==> src/common/uat_pkg.sv <==
package uat_pkg;
    // ---------------------------------------------------------------
    // register map (byte addresses, one word each)
    // ---------------------------------------------------------------
    localparam logic [7:0] ADDR_TX_CTRL   = 8'h00; // transmit_control_register
    localparam logic [7:0] ADDR_RX_CTRL   = 8'h04; // receive_control_register
    localparam logic [7:0] ADDR_TX_BUF    = 8'h08; // transmit_buffer (write only)
    localparam logic [7:0] ADDR_BAUD_LO   = 8'h0c; // baud_divisor_register low byte
    localparam logic [7:0] ADDR_BAUD_HI   = 8'h10; // baud_divisor_register high byte
    localparam logic [7:0] ADDR_INT_CTRL  = 8'h14; // interrupt_control_register
    localparam logic [7:0] ADDR_PIN_DIR   = 8'h18; // pin_direction_bit pair

    // ---------------------------------------------------------------
    // transmit_control_register fields
    // ---------------------------------------------------------------
    localparam int TXC_NINTH_BIT   = 0; // ninth_transmit_bit
    localparam int TXC_SHIFT_EMPTY = 1; // shift_register_empty (read only)
    localparam int TXC_STOP2       = 2; // two stop bits
    localparam int TXC_CLOCKED     = 4; // clocked_mode_select
    localparam int TXC_TX_EN       = 5; // transmit_enable
    localparam int TXC_NINE_EN     = 6; // nine_bit_transmit_enable
    localparam logic [7:0] TXC_RESET     = 8'h02;
    localparam logic [7:0] TXC_WR_MASK   = 8'hfd;

    // receive_control_register fields
    localparam int RXC_RX_EN     = 4; // receive_enable
    localparam int RXC_PORT_EN   = 7; // serial_port_enable

    // interrupt_control_register fields
    localparam int INT_TX_IE     = 0; // transmit_interrupt_enable
    localparam int INT_TX_FLAG   = 1; // transmit_buffer_empty_flag (read only)
    localparam int INT_PERIPH_IE = 2; // peripheral_interrupt_enable
    localparam int INT_GLOBAL_IE = 3; // global_interrupt_enable
    localparam logic [7:0] INT_WR_MASK = 8'h0d;

    // pin direction fields
    localparam int DIR_TX = 0;
    localparam int DIR_RX = 1;
    localparam logic [1:0] DIR_RESET = 2'h3;

    // ---------------------------------------------------------------
    // timing
    // ---------------------------------------------------------------
    localparam int CLK_MHZ         = 200;
    localparam int INSTR_NS        = 20;  // instruction_cycle length
    localparam int CLK_NS          = 1000 / CLK_MHZ;
    localparam int INSTR_CYCLES    = (INSTR_NS + CLK_NS - 1) / CLK_NS;
    localparam logic [3:0] INSTR_LAST = 4'(INSTR_CYCLES - 1);
    localparam logic [15:0] BAUD_RESET = 16'h0000;
    localparam logic [3:0] DATA_BITS_8 = 4'h8;
    localparam logic [3:0] DATA_BITS_9 = 4'h9;
    localparam logic [1:0] STOP_ONE    = 2'h1;
    localparam logic [1:0] STOP_TWO    = 2'h2;
    localparam logic [1:0] FLAG_DELAY  = 2'h2; // instruction periods before flag clears

    typedef enum logic [1:0] {
        UAT_IDLE,
        UAT_START,
        UAT_DATA,
        UAT_STOP
    } uat_state_t;
endpackage

==> src/rtl/uat_tx.sv <==
`timescale 1ns/1ps
module uat_tx
    import uat_pkg::*;
(
    input  wire logic        clk,          // system clock
    input  wire logic        reset_n,      // async reset, active low
    input  wire logic        psel,         // apb select
    input  wire logic        penable,      // apb access phase
    input  wire logic        pwrite,       // apb direction
    input  wire logic [7:0]  paddr,        // apb byte address
    input  wire logic [31:0] pwdata,       // apb write data
    output logic      [31:0] prdata,       // apb read data
    output logic             pready,       // apb ready
    output logic             pslverr,      // apb error
    output logic             tx_out,       // transmit_pin output level
    output logic             tx_oe,        // transmit_pin output enable
    input  wire logic        rx_in,        // receive_pin input level
    output logic             rx_oe,        // receive_pin output enable
    output logic             tx_irq        // transmit interrupt request
);
    // ---------------------------------------------------------------
    // decode helpers
    // ---------------------------------------------------------------
    function automatic logic is_mapped(input logic [7:0] a);
        return a == ADDR_TX_CTRL || a == ADDR_RX_CTRL || a == ADDR_TX_BUF ||
               a == ADDR_BAUD_LO || a == ADDR_BAUD_HI || a == ADDR_INT_CTRL ||
               a == ADDR_PIN_DIR;
    endfunction

    logic        access;
    logic        wr_en;
    logic [7:0]  txc_q;
    logic [7:0]  rxc_q;
    logic [15:0] baud_q;
    logic [7:0]  intc_q;
    logic [1:0]  dir_q;
    logic [8:0]  buf_q;
    logic        pend_q;
    logic [8:0]  shf_q;
    logic [3:0]  bitn_q;
    logic [1:0]  stopn_q;
    logic [15:0] bcnt_q;
    uat_state_t  st_q;
    logic [3:0]  icnt_q;
    logic        gap_q;
    logic [1:0]  fdly_q;
    logic        flag_vis_q;
    logic        tx_active;
    logic        tick;
    logic        load;
    logic        shift_empty;
    logic        flag_true;
    logic        buf_wr;

    assign access  = psel && penable;
    assign wr_en   = access && pwrite;
    assign pready  = 1'b1;
    assign pslverr = access && !is_mapped(paddr);
    assign buf_wr  = wr_en && paddr == ADDR_TX_BUF;

    // asynchronous transmit qualification
    assign tx_active = txc_q[TXC_TX_EN] && rxc_q[RXC_PORT_EN] &&
                       !txc_q[TXC_CLOCKED];

    // pin direction overrides
    assign tx_oe = (tx_active) ? 1'b1 : !dir_q[DIR_TX];
    assign rx_oe = (rxc_q[RXC_PORT_EN] && rxc_q[RXC_RX_EN] && !txc_q[TXC_CLOCKED]) ?
                   1'b0 : !dir_q[DIR_RX];

    // ---------------------------------------------------------------
    // control registers
    // ---------------------------------------------------------------
    always_ff @(posedge clk or negedge reset_n) begin
        if (!reset_n) begin
            txc_q  <= TXC_RESET;
            rxc_q  <= 8'h00;
            baud_q <= BAUD_RESET;
            intc_q <= 8'h00;
            dir_q  <= DIR_RESET;
        end else if (wr_en) begin
            // read-only bits never written
            case (paddr)
                ADDR_TX_CTRL:  txc_q <= pwdata[7:0] & TXC_WR_MASK;
                ADDR_RX_CTRL:  rxc_q <= pwdata[7:0];
                ADDR_BAUD_LO:  baud_q[7:0] <= pwdata[7:0];
                ADDR_BAUD_HI:  baud_q[15:8] <= pwdata[7:0];
                ADDR_INT_CTRL: intc_q <= pwdata[7:0] & INT_WR_MASK;
                ADDR_PIN_DIR:  dir_q <= pwdata[1:0];
                default: ;
            endcase
        end
    end

    // ---------------------------------------------------------------
    // read mux; shift register itself has no address
    // ---------------------------------------------------------------
    always_ff @(posedge clk or negedge reset_n) begin
        if (!reset_n) begin
            prdata <= 32'h0000_0000;
        end else if (psel && !penable && !pwrite) begin
            case (paddr)
                ADDR_TX_CTRL: begin
                    prdata <= {24'h00_0000, txc_q};
                    prdata[TXC_SHIFT_EMPTY] <= shift_empty;
                end
                ADDR_RX_CTRL:  prdata <= {24'h00_0000, rxc_q};
                ADDR_BAUD_LO:  prdata <= {24'h00_0000, baud_q[7:0]};
                ADDR_BAUD_HI:  prdata <= {24'h00_0000, baud_q[15:8]};
                ADDR_INT_CTRL: begin
                    prdata <= {24'h00_0000, intc_q};
                    prdata[INT_TX_FLAG] <= flag_vis_q;
                end
                ADDR_PIN_DIR:  prdata <= {30'h0000_0000, dir_q};
                default:       prdata <= 32'h0000_0000;
            endcase
        end
    end

    // ---------------------------------------------------------------
    // instruction cycle strobe
    // ---------------------------------------------------------------
    always_ff @(posedge clk or negedge reset_n) begin
        if (!reset_n) begin
            icnt_q <= 4'h0;
        end else begin
            icnt_q <= (icnt_q == INSTR_LAST) ? 4'h0 : icnt_q + 4'h1;
        end
    end

    // ---------------------------------------------------------------
    // baud generator: one tick per (divisor + 1) clocks, shared format
    // ---------------------------------------------------------------
    assign tick = (bcnt_q == baud_q);
    always_ff @(posedge clk or negedge reset_n) begin
        if (!reset_n) begin
            bcnt_q <= 16'h0000;
        end else if (st_q == UAT_IDLE || tick) begin
            bcnt_q <= 16'h0000;
        end else begin
            bcnt_q <= bcnt_q + 16'h0001;
        end
    end

    // ---------------------------------------------------------------
    // holding buffer; ninth bit captured with the low byte write
    // ---------------------------------------------------------------
    assign shift_empty = (st_q == UAT_IDLE);
    assign load = pend_q && shift_empty && !gap_q && tx_active;
    always_ff @(posedge clk or negedge reset_n) begin
        if (!reset_n) begin
            buf_q  <= 9'h000;
            pend_q <= 1'b0;
        end else if (buf_wr) begin
            buf_q  <= {txc_q[TXC_NINTH_BIT], pwdata[7:0]};
            pend_q <= 1'b1;
        end else if (load) begin
            pend_q <= 1'b0;
        end
    end

    // one instruction cycle gap after a stop bit before the next load
    always_ff @(posedge clk or negedge reset_n) begin
        if (!reset_n) begin
            gap_q <= 1'b0;
        end else if (st_q == UAT_STOP && tick && stopn_q == STOP_ONE) begin
            gap_q <= 1'b1;
        end else if (icnt_q == INSTR_LAST) begin
            gap_q <= 1'b0;
        end
    end

    // ---------------------------------------------------------------
    // frame state machine
    // ---------------------------------------------------------------
    always_ff @(posedge clk or negedge reset_n) begin
        if (!reset_n) begin
            st_q    <= UAT_IDLE;
            shf_q   <= 9'h000;
            bitn_q  <= 4'h0;
            stopn_q <= 2'h0;
            tx_out  <= 1'b1;
        end else begin
            case (st_q)
                UAT_IDLE: begin
                    tx_out <= 1'b1;
                    if (load) begin
                        shf_q  <= buf_q;
                        bitn_q <= txc_q[TXC_NINE_EN] ? DATA_BITS_9 : DATA_BITS_8;
                        stopn_q <= txc_q[TXC_STOP2] ? STOP_TWO : STOP_ONE;
                        tx_out <= 1'b0;
                        st_q   <= UAT_START;
                    end
                end
                UAT_START: if (tick) begin
                    tx_out <= shf_q[0];
                    shf_q  <= {1'b0, shf_q[8:1]};
                    bitn_q <= bitn_q - 4'h1;
                    st_q   <= UAT_DATA;
                end
                UAT_DATA: if (tick) begin
                    if (bitn_q == 4'h0) begin
                        tx_out <= 1'b1;
                        st_q   <= UAT_STOP;
                    end else begin
                        tx_out <= shf_q[0];
                        shf_q  <= {1'b0, shf_q[8:1]};
                        bitn_q <= bitn_q - 4'h1;
                    end
                end
                UAT_STOP: if (tick) begin
                    if (stopn_q == STOP_ONE) begin
                        st_q <= UAT_IDLE;
                    end
                    stopn_q <= stopn_q - 2'h1;
                end
                default: st_q <= UAT_IDLE;
            endcase
        end
    end

    // ---------------------------------------------------------------
    // buffer empty flag, its clear delayed two instruction periods
    // ---------------------------------------------------------------
    assign flag_true = tx_active && !(pend_q && !load);
    always_ff @(posedge clk or negedge reset_n) begin
        if (!reset_n) begin
            fdly_q     <= 2'h0;
            flag_vis_q <= 1'b0;
        end else begin
            if (buf_wr) begin
                fdly_q <= FLAG_DELAY;
            end else if (fdly_q != 2'h0 && icnt_q == INSTR_LAST) begin
                fdly_q <= fdly_q - 2'h1;
            end
            if (flag_true) begin
                flag_vis_q <= 1'b1;
            end else if (fdly_q == 2'h0 && !buf_wr) begin
                flag_vis_q <= 1'b0;
            end
        end
    end

    assign tx_irq = flag_vis_q && intc_q[INT_TX_IE] && intc_q[INT_PERIPH_IE] &&
                    intc_q[INT_GLOBAL_IE];

    // ---------------------------------------------------------------
    // checks
    // ---------------------------------------------------------------
    a_idle_mark: assert property (@(posedge clk) disable iff (!reset_n)
        st_q == UAT_IDLE && $past(st_q) == UAT_IDLE |-> tx_out)
        else $error("line not at mark while idle");
    a_start_space: assert property (@(posedge clk) disable iff (!reset_n)
        st_q == UAT_START |-> !tx_out)
        else $error("start bit not zero");
    a_stop_mark: assert property (@(posedge clk) disable iff (!reset_n)
        st_q == UAT_STOP |-> tx_out)
        else $error("stop bit not one");
    a_load_now: assert property (@(posedge clk) disable iff (!reset_n)
        load |=> st_q == UAT_START)
        else $error("load did not start frame");
    a_oe_forced: assert property (@(posedge clk) disable iff (!reset_n)
        tx_active |-> tx_oe)
        else $error("transmit pin not output");
    a_irq_gate: assert property (@(posedge clk) disable iff (!reset_n)
        tx_irq |-> flag_vis_q && intc_q[INT_GLOBAL_IE])
        else $error("irq without flag");
    a_flag_hold: assert property (@(posedge clk) disable iff (!reset_n)
        buf_wr && flag_vis_q |=> flag_vis_q)
        else $error("flag cleared too early");
    a_no_send_off: assert property (@(posedge clk) disable iff (!reset_n)
        !tx_active |-> !load)
        else $error("load while disabled");

    // ---------------------------------------------------------------
    // frame timing and bit order checks
    // ---------------------------------------------------------------
    // the bit counter never runs past the programmed divisor
    a_baud_bound: assert property (@(posedge clk) disable iff (!reset_n)
        st_q != UAT_IDLE |-> bcnt_q <= baud_q)
        else $error("bit counter beyond divisor");
    // first data bit on the line is the low bit of the shifter
    a_data_lsb: assert property (@(posedge clk) disable iff (!reset_n)
        st_q == UAT_START && tick |=> tx_out == $past(shf_q[0]))
        else $error("first data bit not least significant");
    // nine-bit mode loads a nine bit count
    a_nine_len: assert property (@(posedge clk) disable iff (!reset_n)
        load && txc_q[TXC_NINE_EN] |=> bitn_q == DATA_BITS_9)
        else $error("nine-bit frame length wrong");
    // ninth bit captured from the control register at the buffer write
    a_ninth_cap: assert property (@(posedge clk) disable iff (!reset_n)
        buf_wr |=> buf_q[8] == $past(txc_q[TXC_NINTH_BIT]))
        else $error("ninth bit not captured");

    // ---------------------------------------------------------------
    // shift status and queueing checks
    // ---------------------------------------------------------------
    // a load marks the shifter busy on the next cycle
    a_load_busy: assert property (@(posedge clk) disable iff (!reset_n)
        load |=> !shift_empty)
        else $error("shift empty while loaded");
    // the last stop bit returns the shifter to empty
    a_stop_empty: assert property (@(posedge clk) disable iff (!reset_n)
        st_q == UAT_STOP && tick && stopn_q == STOP_ONE |=> shift_empty)
        else $error("shifter not empty after stop");
    // no load straight after a stop bit: the gap comes first
    a_stop_gap: assert property (@(posedge clk) disable iff (!reset_n)
        st_q == UAT_STOP && tick && stopn_q == STOP_ONE |=> !load)
        else $error("load without gap after stop");

    // ---------------------------------------------------------------
    // flag, interrupt and pin checks
    // ---------------------------------------------------------------
    // enabled with nothing pending sets the flag
    a_flag_set: assert property (@(posedge clk) disable iff (!reset_n)
        tx_active && !pend_q |=> flag_vis_q)
        else $error("flag not set while empty");
    // busy shifter with a queued character clears the settled flag
    a_flag_queued: assert property (@(posedge clk) disable iff (!reset_n)
        tx_active && pend_q && !shift_empty && fdly_q == 2'h0 && !buf_wr
        |=> !flag_vis_q)
        else $error("flag set while character queued");
    // all four conditions true raise the request
    a_irq_all: assert property (@(posedge clk) disable iff (!reset_n)
        flag_vis_q && intc_q[INT_TX_IE] && intc_q[INT_PERIPH_IE] &&
        intc_q[INT_GLOBAL_IE] |-> tx_irq)
        else $error("irq missing");
    // receive pin forced to input when receive is enabled asynchronous
    a_rx_input: assert property (@(posedge clk) disable iff (!reset_n)
        rxc_q[RXC_PORT_EN] && rxc_q[RXC_RX_EN] && !txc_q[TXC_CLOCKED] |-> !rx_oe)
        else $error("receive pin driven");

    // main scenarios reached
    c_nine: cover property (@(posedge clk) disable iff (!reset_n)
        load && txc_q[TXC_NINE_EN]);
    c_two_stop: cover property (@(posedge clk) disable iff (!reset_n)
        load && txc_q[TXC_STOP2]);
    c_frame: cover property (@(posedge clk) disable iff (!reset_n)
        st_q == UAT_STOP ##1 st_q == UAT_IDLE);
    c_back: cover property (@(posedge clk) disable iff (!reset_n)
        buf_wr && !shift_empty);
    c_irq: cover property (@(posedge clk) disable iff (!reset_n) $rose(tx_irq));
endmodule

==> config.mk <==
export PLATFORM = sky130hd
export DESIGN_NAME = uat_tx
export DESIGN_NICKNAME = d
export VERILOG_FILES = /design/src/common/uat_pkg.sv /design/src/rtl/uat_tx.sv
export SDC_FILE = /design/constraint.sdc
export NUM_CORES = 1
export LEC_CHECK = 0
export BUFFER_PORTS_ARGS = -buffer_cell sky130_fd_sc_hd__buf_2
export CAP_MARGIN = 10
export CELL_PAD_IN_SITES_DETAIL_PLACEMENT = 1
export CELL_PAD_IN_SITES_GLOBAL_PLACEMENT = 1
export CORE_ASPECT_RATIO = 1.25
export CORE_MARGIN = 4
export CORE_UTILIZATION = 49
export DETAILED_ROUTE_END_ITERATION = 16
export GPL_ROUTABILITY_DRIVEN = 0
export GPL_TIMING_DRIVEN = 1
export HOLD_SLACK_MARGIN = 0.08
export PLACE_DENSITY = 0.88
export SYNTH_ARGS = -nofsm -noshare
export SYNTH_HDL_FRONTEND = slang
export SYNTH_SLANG_ARGS = --single-unit
==> constraint.sdc <==
create_clock -name clk -period 6 [get_ports clk]
set_input_delay 0.9 -clock clk [delete_from_list [all_inputs] [get_ports clk]]
set_output_delay 0.9 -clock clk [all_outputs]
set_load 0.005 [all_outputs]
* After elaboration in Yosys (flattened, before gate mapping)
Cells that the tools add are included.
** Storage, ports and cells
- Register bits :: 121
- Input port bits :: 46
- Output and inout port bits :: 38
- Word-level logic and storage cells :: 143
** Operators by class
- Add/sub/neg operators :: 5
- Eq/ne operators :: 19
- Muxes and demuxes :: 40
- Reduce and logical (&&, ||, !) cells :: 60
** Operators with widths (number)
- case mux 8 bit (6 select lines) :: 1
- two-way mux 9 bit :: 4
- case mux 9 bit (3 select lines) :: 1
- == test 8 x 5 -> 1 bit (second input constant) :: 3
- logical AND 1 bit :: 22
- two-way mux 2 bit :: 11
- two-way mux 4 bit :: 5
- adder 16 x 1 -> 16 bit (second input constant) :: 1
- == test 16 bit :: 1
- == test 8 x 4 -> 1 bit (second input constant) :: 2
- two-way mux 16 bit :: 1
- two-way mux 1 bit :: 13
- != test 2 bit (second input constant) :: 6
- case mux 4 bit (3 select lines) :: 1
- AND reduction 2 bit :: 6
- nonzero test 2 bit :: 6
- zero test 1 bit :: 10
- == test 8 x 3 -> 1 bit (second input constant) :: 1
- zero test 8 bit :: 1
- case mux 2 bit (4 select lines) :: 1
- logical OR 1 bit :: 7
- AND reduction 3 bit :: 2
- AND reduction 6 bit :: 1
- AND reduction 5 bit :: 1
- other kinds (12) :: 16

* Logic depth before layout (Yosys ltp)
- Word-level depth :: 9
- Gate-level depth with buffers :: 8
- Gate-level depth less buffers :: 7

* Least setup slack after synthesis
Ideal clock, no wire load.
- Path kind :: input to register
- Start :: input port paddr[0]
- End :: register baud_q[0]
- Setup time :: 0.125 ns
- Arrival time :: 2.573 ns
- Required time :: 5.875 ns
- Setup slack :: 3.302 ns
- Cell stages on the path :: 6
- Buffers on the path :: 2
- Path through :: or4_4 buf_6 nor4_4 and2_1 buf_6 mux2_4
** On the way
- Cells in the longest elaborated chain, start to end :: 2
** RTL lines
- start: declaration :: line uat_tx.sv:10 : input wire logic [7:0] paddr,
- == test 8 x 4 -> 1 bit :: line uat_tx.sv:82 : case (paddr)
- AND reduction 2 bit (no line)
- end signal: assignment :: line uat_tx.sv:85 : ADDR_BAUD_LO: baud_q[7:0] <= pwdata[7:0];
- end: declaration :: line uat_tx.sv:34 : logic [15:0] baud_q;
Every way passes these cells.
A chain may end at the register's enable or synchronous reset.

* Worst setup path after layout
- Start :: input port paddr[0]
- End :: output port pslverr
** On the way
- Cells in the longest elaborated chain, start to end :: 9
- Elaborated cells on any way between the ends :: 15
- Classes of those cells :: eq/ne (6); reduce/logical (9)
** RTL lines
- == test 8 x 3 -> 1 bit or zero test 8 bit (tied branches) :: line uat_tx.sv:25 : return a == ADDR_TX_CTRL || a == ADDR_RX_CTRL || a == ADDR_TX_BUF ||
- logical OR 1 bit (3 in series) :: line uat_tx.sv:25
- logical OR 1 bit (2 in series) :: line uat_tx.sv:26 : a == ADDR_BAUD_LO || a == ADDR_BAUD_HI || a == ADDR_INT_CTRL ||
- logical OR 1 bit (*) :: line uat_tx.sv:26
- zero test 1 bit (*) :: line uat_tx.sv:58 : assign pslverr = access && !is_mapped(paddr);
- logical AND 1 bit (*) :: line uat_tx.sv:58
- end: declaration :: line uat_tx.sv:14 : output logic pslverr,
Mark *: on every way between the ends. The rest lies on a longest branch, timed or not.

==> results.sh <==
export IMPL_yosysSeqAreaShare=0.475
export IMPL_numCtsBuffers=9
export IMPL_instances_no_fill=592
export IMPL_cts_hold_buf=0
export IMPL_synth_top_cells_by_area="dfrtp_1, mux2_2, buf_4, xnor2_1, mux2_4"
export IMPL_grt_max_degree=50
export IMPL_clock_sinks=96
export IMPL_dp_slack_ns=2.78
export IMPL_yosys_most_used_dff="dfrtp_1"
export IMPL_insertion_delay_ns=0.34
export IMPL_tightest_slew_ns=0.741
export IMPL_period_minus_slack_ns=2.99
export IMPL_worst_ir_drop_vdd_uv=231
export IMPL_first_pass_iters=4
export IMPL_p_per_area_nw_per_um2=331
export IMPL_cp_start_kind="input pin"
export IMPL_vias_per_cell=5.63
export IMPL_ys_async_sr_fraction=1.00
export IMPL_core_area_um2=10100
export IMPL_cap_violations=0
export IMPL_syn_cell_area_um2=5060
export IMPL_hp_class="register to register"
export IMPL_hold_slack_ns=0.475
export IMPL_synth_area_leader_cell="dfrtp_1"
export IMPL_synth_top_area_share=0.460
export IMPL_grt_overflow=0
export IMPL_slew_headroom=0.505
export IMPL_r2r_cells=5
export IMPL_timing_final_crit_share=0.498
export IMPL_antenna_found_initial=0
export IMPL_setup_slack_ns=3.01
export IMPL_ios=84
export IMPL_cts_buffer_depth=2
export IMPL_clk_pin_slew_ns=0.06
export IMPL_setup_viol=0
export IMPL_cp_required_ns=5.10
export IMPL_path_class="input pin to output port"
export IMPL_r2r_start="baud_q[15]"
export IMPL_design_area_um2=5520
export IMPL_yosys_top_cells_count="dfrtp_1, mux2_2, buf_4, nor2_1, xnor2_1"
export IMPL_grt_setup_unrepaired="false"
export IMPL_track_usage=0.211
export IMPL_die_w_um=98.9
export IMPL_grt_pass1_vias=3752
export IMPL_fin_nets=514
export IMPL_place_area_um2=5220
export IMPL_routed_wl_um=11900
export IMPL_max_freq_mhz=335
export IMPL_synth_avg_cell_area_um2=11.8
export IMPL_wl_per_cell_um=20.1
export IMPL_vias=3332
export IMPL_areaGrowthSynthToFinish_pct=9.04
export IMPL_synth_distinct_cells=50
export IMPL_synth_warnings=0
export IMPL_finalMaxSlewViolations=0
export IMPL_start_util=0.501
export IMPL_ant_nets=0
export IMPL_worstReg2RegEnd="shf_q[7]"
export IMPL_cts_setup_buffers=0
export IMPL_layout_drive_gt1_share=0.294
export IMPL_hold_violations=0
export IMPL_die_h_um=122
export IMPL_io_buffers=33
export IMPL_dp_hpwl_um=8840
export IMPL_outcome="finished clean"
export IMPL_cts_tree="yes"
export IMPL_cts_max_level=3
export IMPL_root_buffer="clkbuf_16"
export IMPL_clock_skew_ns=0.00700
export IMPL_post_synth_top_count_cell="dfrtp_1"
export IMPL_row_count=41
export IMPL_p_leak_uw=0.00265
export IMPL_critPathCaptureType="output port"
export IMPL_drc=0
export IMPL_antennaDiodeCount=0
export IMPL_hold_depth=1
export IMPL_r2r_slack_ns=3.40
export IMPL_drt_iter0_drc=135
export IMPL_syn_inst=430
export IMPL_cts_resized=0
export IMPL_synth_seq_cells=96
export IMPL_grt_pass1_wl_um=19800
export IMPL_fill_cells=1088
export IMPL_critPathArrivalTime_ns=2.09
export IMPL_die_area_um2=12000
export IMPL_fin_setup_tns_ns=0
export IMPL_crit_fanout=6
export IMPL_hold_start="icnt_q[0]"
export IMPL_synth_edf_count=0
export IMPL_place_inst=576
export IMPL_whs_endpoint="icnt_q[0]"
[cell usage in the layout (no fill, tap or decap), types with 5 or more instances in the layout]
| master | Yosys | layout |
|---|---|---|
| mux2_2 | 60 | 60 |
| ha_1 | 10 | 10 |
| dfrtp_1 | 93 | 93 |
| and4_1 | 6 | 6 |
| nor2b_1 | 5 | 5 |
| nand4_1 | 10 | 10 |
| xor2_1 | 10 | 10 |
| nand2_1 | 21 | 21 |
| buf_2 | 2 | 32 |
| mux2_4 | 10 | 10 |
| nand3_1 | 5 | 5 |
| clkbuf_16 | 0 | 9 |
| inv_1 | 14 | 14 |
| xnor2_1 | 22 | 22 |
| nor2_1 | 24 | 24 |
| o21ai_0 | 15 | 15 |
| and2_1 | 6 | 6 |
| a22oi_1 | 8 | 8 |
| a21oi_1 | 8 | 8 |
| conb_1 | 2 | 25 |
[worst max-delay path, stage by stage]
cell	delay, ns
buf_2	0.10
or4_4	0.64
nor2_4	0.20
a21oi_1	0.12
buf_2	0.14
[layer usage]
layer | vias up | global-route usage | share of wire
met4 | 0 | 0.0888 | 0.029
met2 | 58 | 0.394 | 0.57
met1 | 1735 | 0.234 | 0.38
met3 | 19 | 0.0367 | 0.026
met5 | - | 0 | 0
li1 | 1520 | - | -
[where the power goes]
group,internal [uW],total [uW],switching [uW]
clock,345,580,236
combinational,214,506,292
sequential,705,744,39.2
total,1260,1830,567
[through the flow]
stage	total power (uW)	utilization
after global routing	1940	0.546
after detailed placement	1260	0.517
after CTS	1850	0.546
final	1830	0.546
after floorplan	1150	-
after global placement	1230	0.517
[kinds of logic after synthesis]
logic type,count (synthesis),share of synthesized area
and+or+nand+nor,106,0.135
muxes,74,0.171
adders and majority gates,10,0.0247
xor gates and xnor gates,32,0.0553
AOI/OAI and AO/OA,56,0.0749
DFF,96,0.475
other,2,0.00148
buffers and inverters,54,0.0628
[registers in the layout, indices dropped and copies added, names as in the netlist]
name and cells:
baud_q 16, bcnt_q 16, bitn_q 4, buf_q 9, dir_q 2, fdly_q 2, flag_vis_q 1, gap_q 1
icnt_q 4, intc_q 3, pend_q 1, prdata 8, rxc_q 8, shf_q 9, st_q 2, stopn_q 2
tx_out 1, txc_q 7
[how the worst max path moves through the flow]
stage / start / to / slack, ns
after floorplan: paddr[0] / baud_q[0] / 3.30
after global placement: paddr[0] / baud_q[6] / 2.82
after detailed placement: paddr[0] / baud_q[7] / 2.78
after CTS: paddr[0] / pslverr / 3.03
after global routing: paddr[0] / pslverr / 2.99
final: paddr[0] / pslverr / 3.01
[area by class of cell]
class                           instances  area, um2  area share
Multi-Input combinational cell        303       2430       0.439
Tap cell                              129        161      0.0292
Sequential cell                        96       2410       0.436
Clock buffer                           13        260      0.0471
Timing Repair Buffer                   34        175      0.0317
Clock inverter                          3       40.0     0.00725
Inverter                               14       52.6     0.00952
No activity file was read; power rests on OpenSTA's default activity.
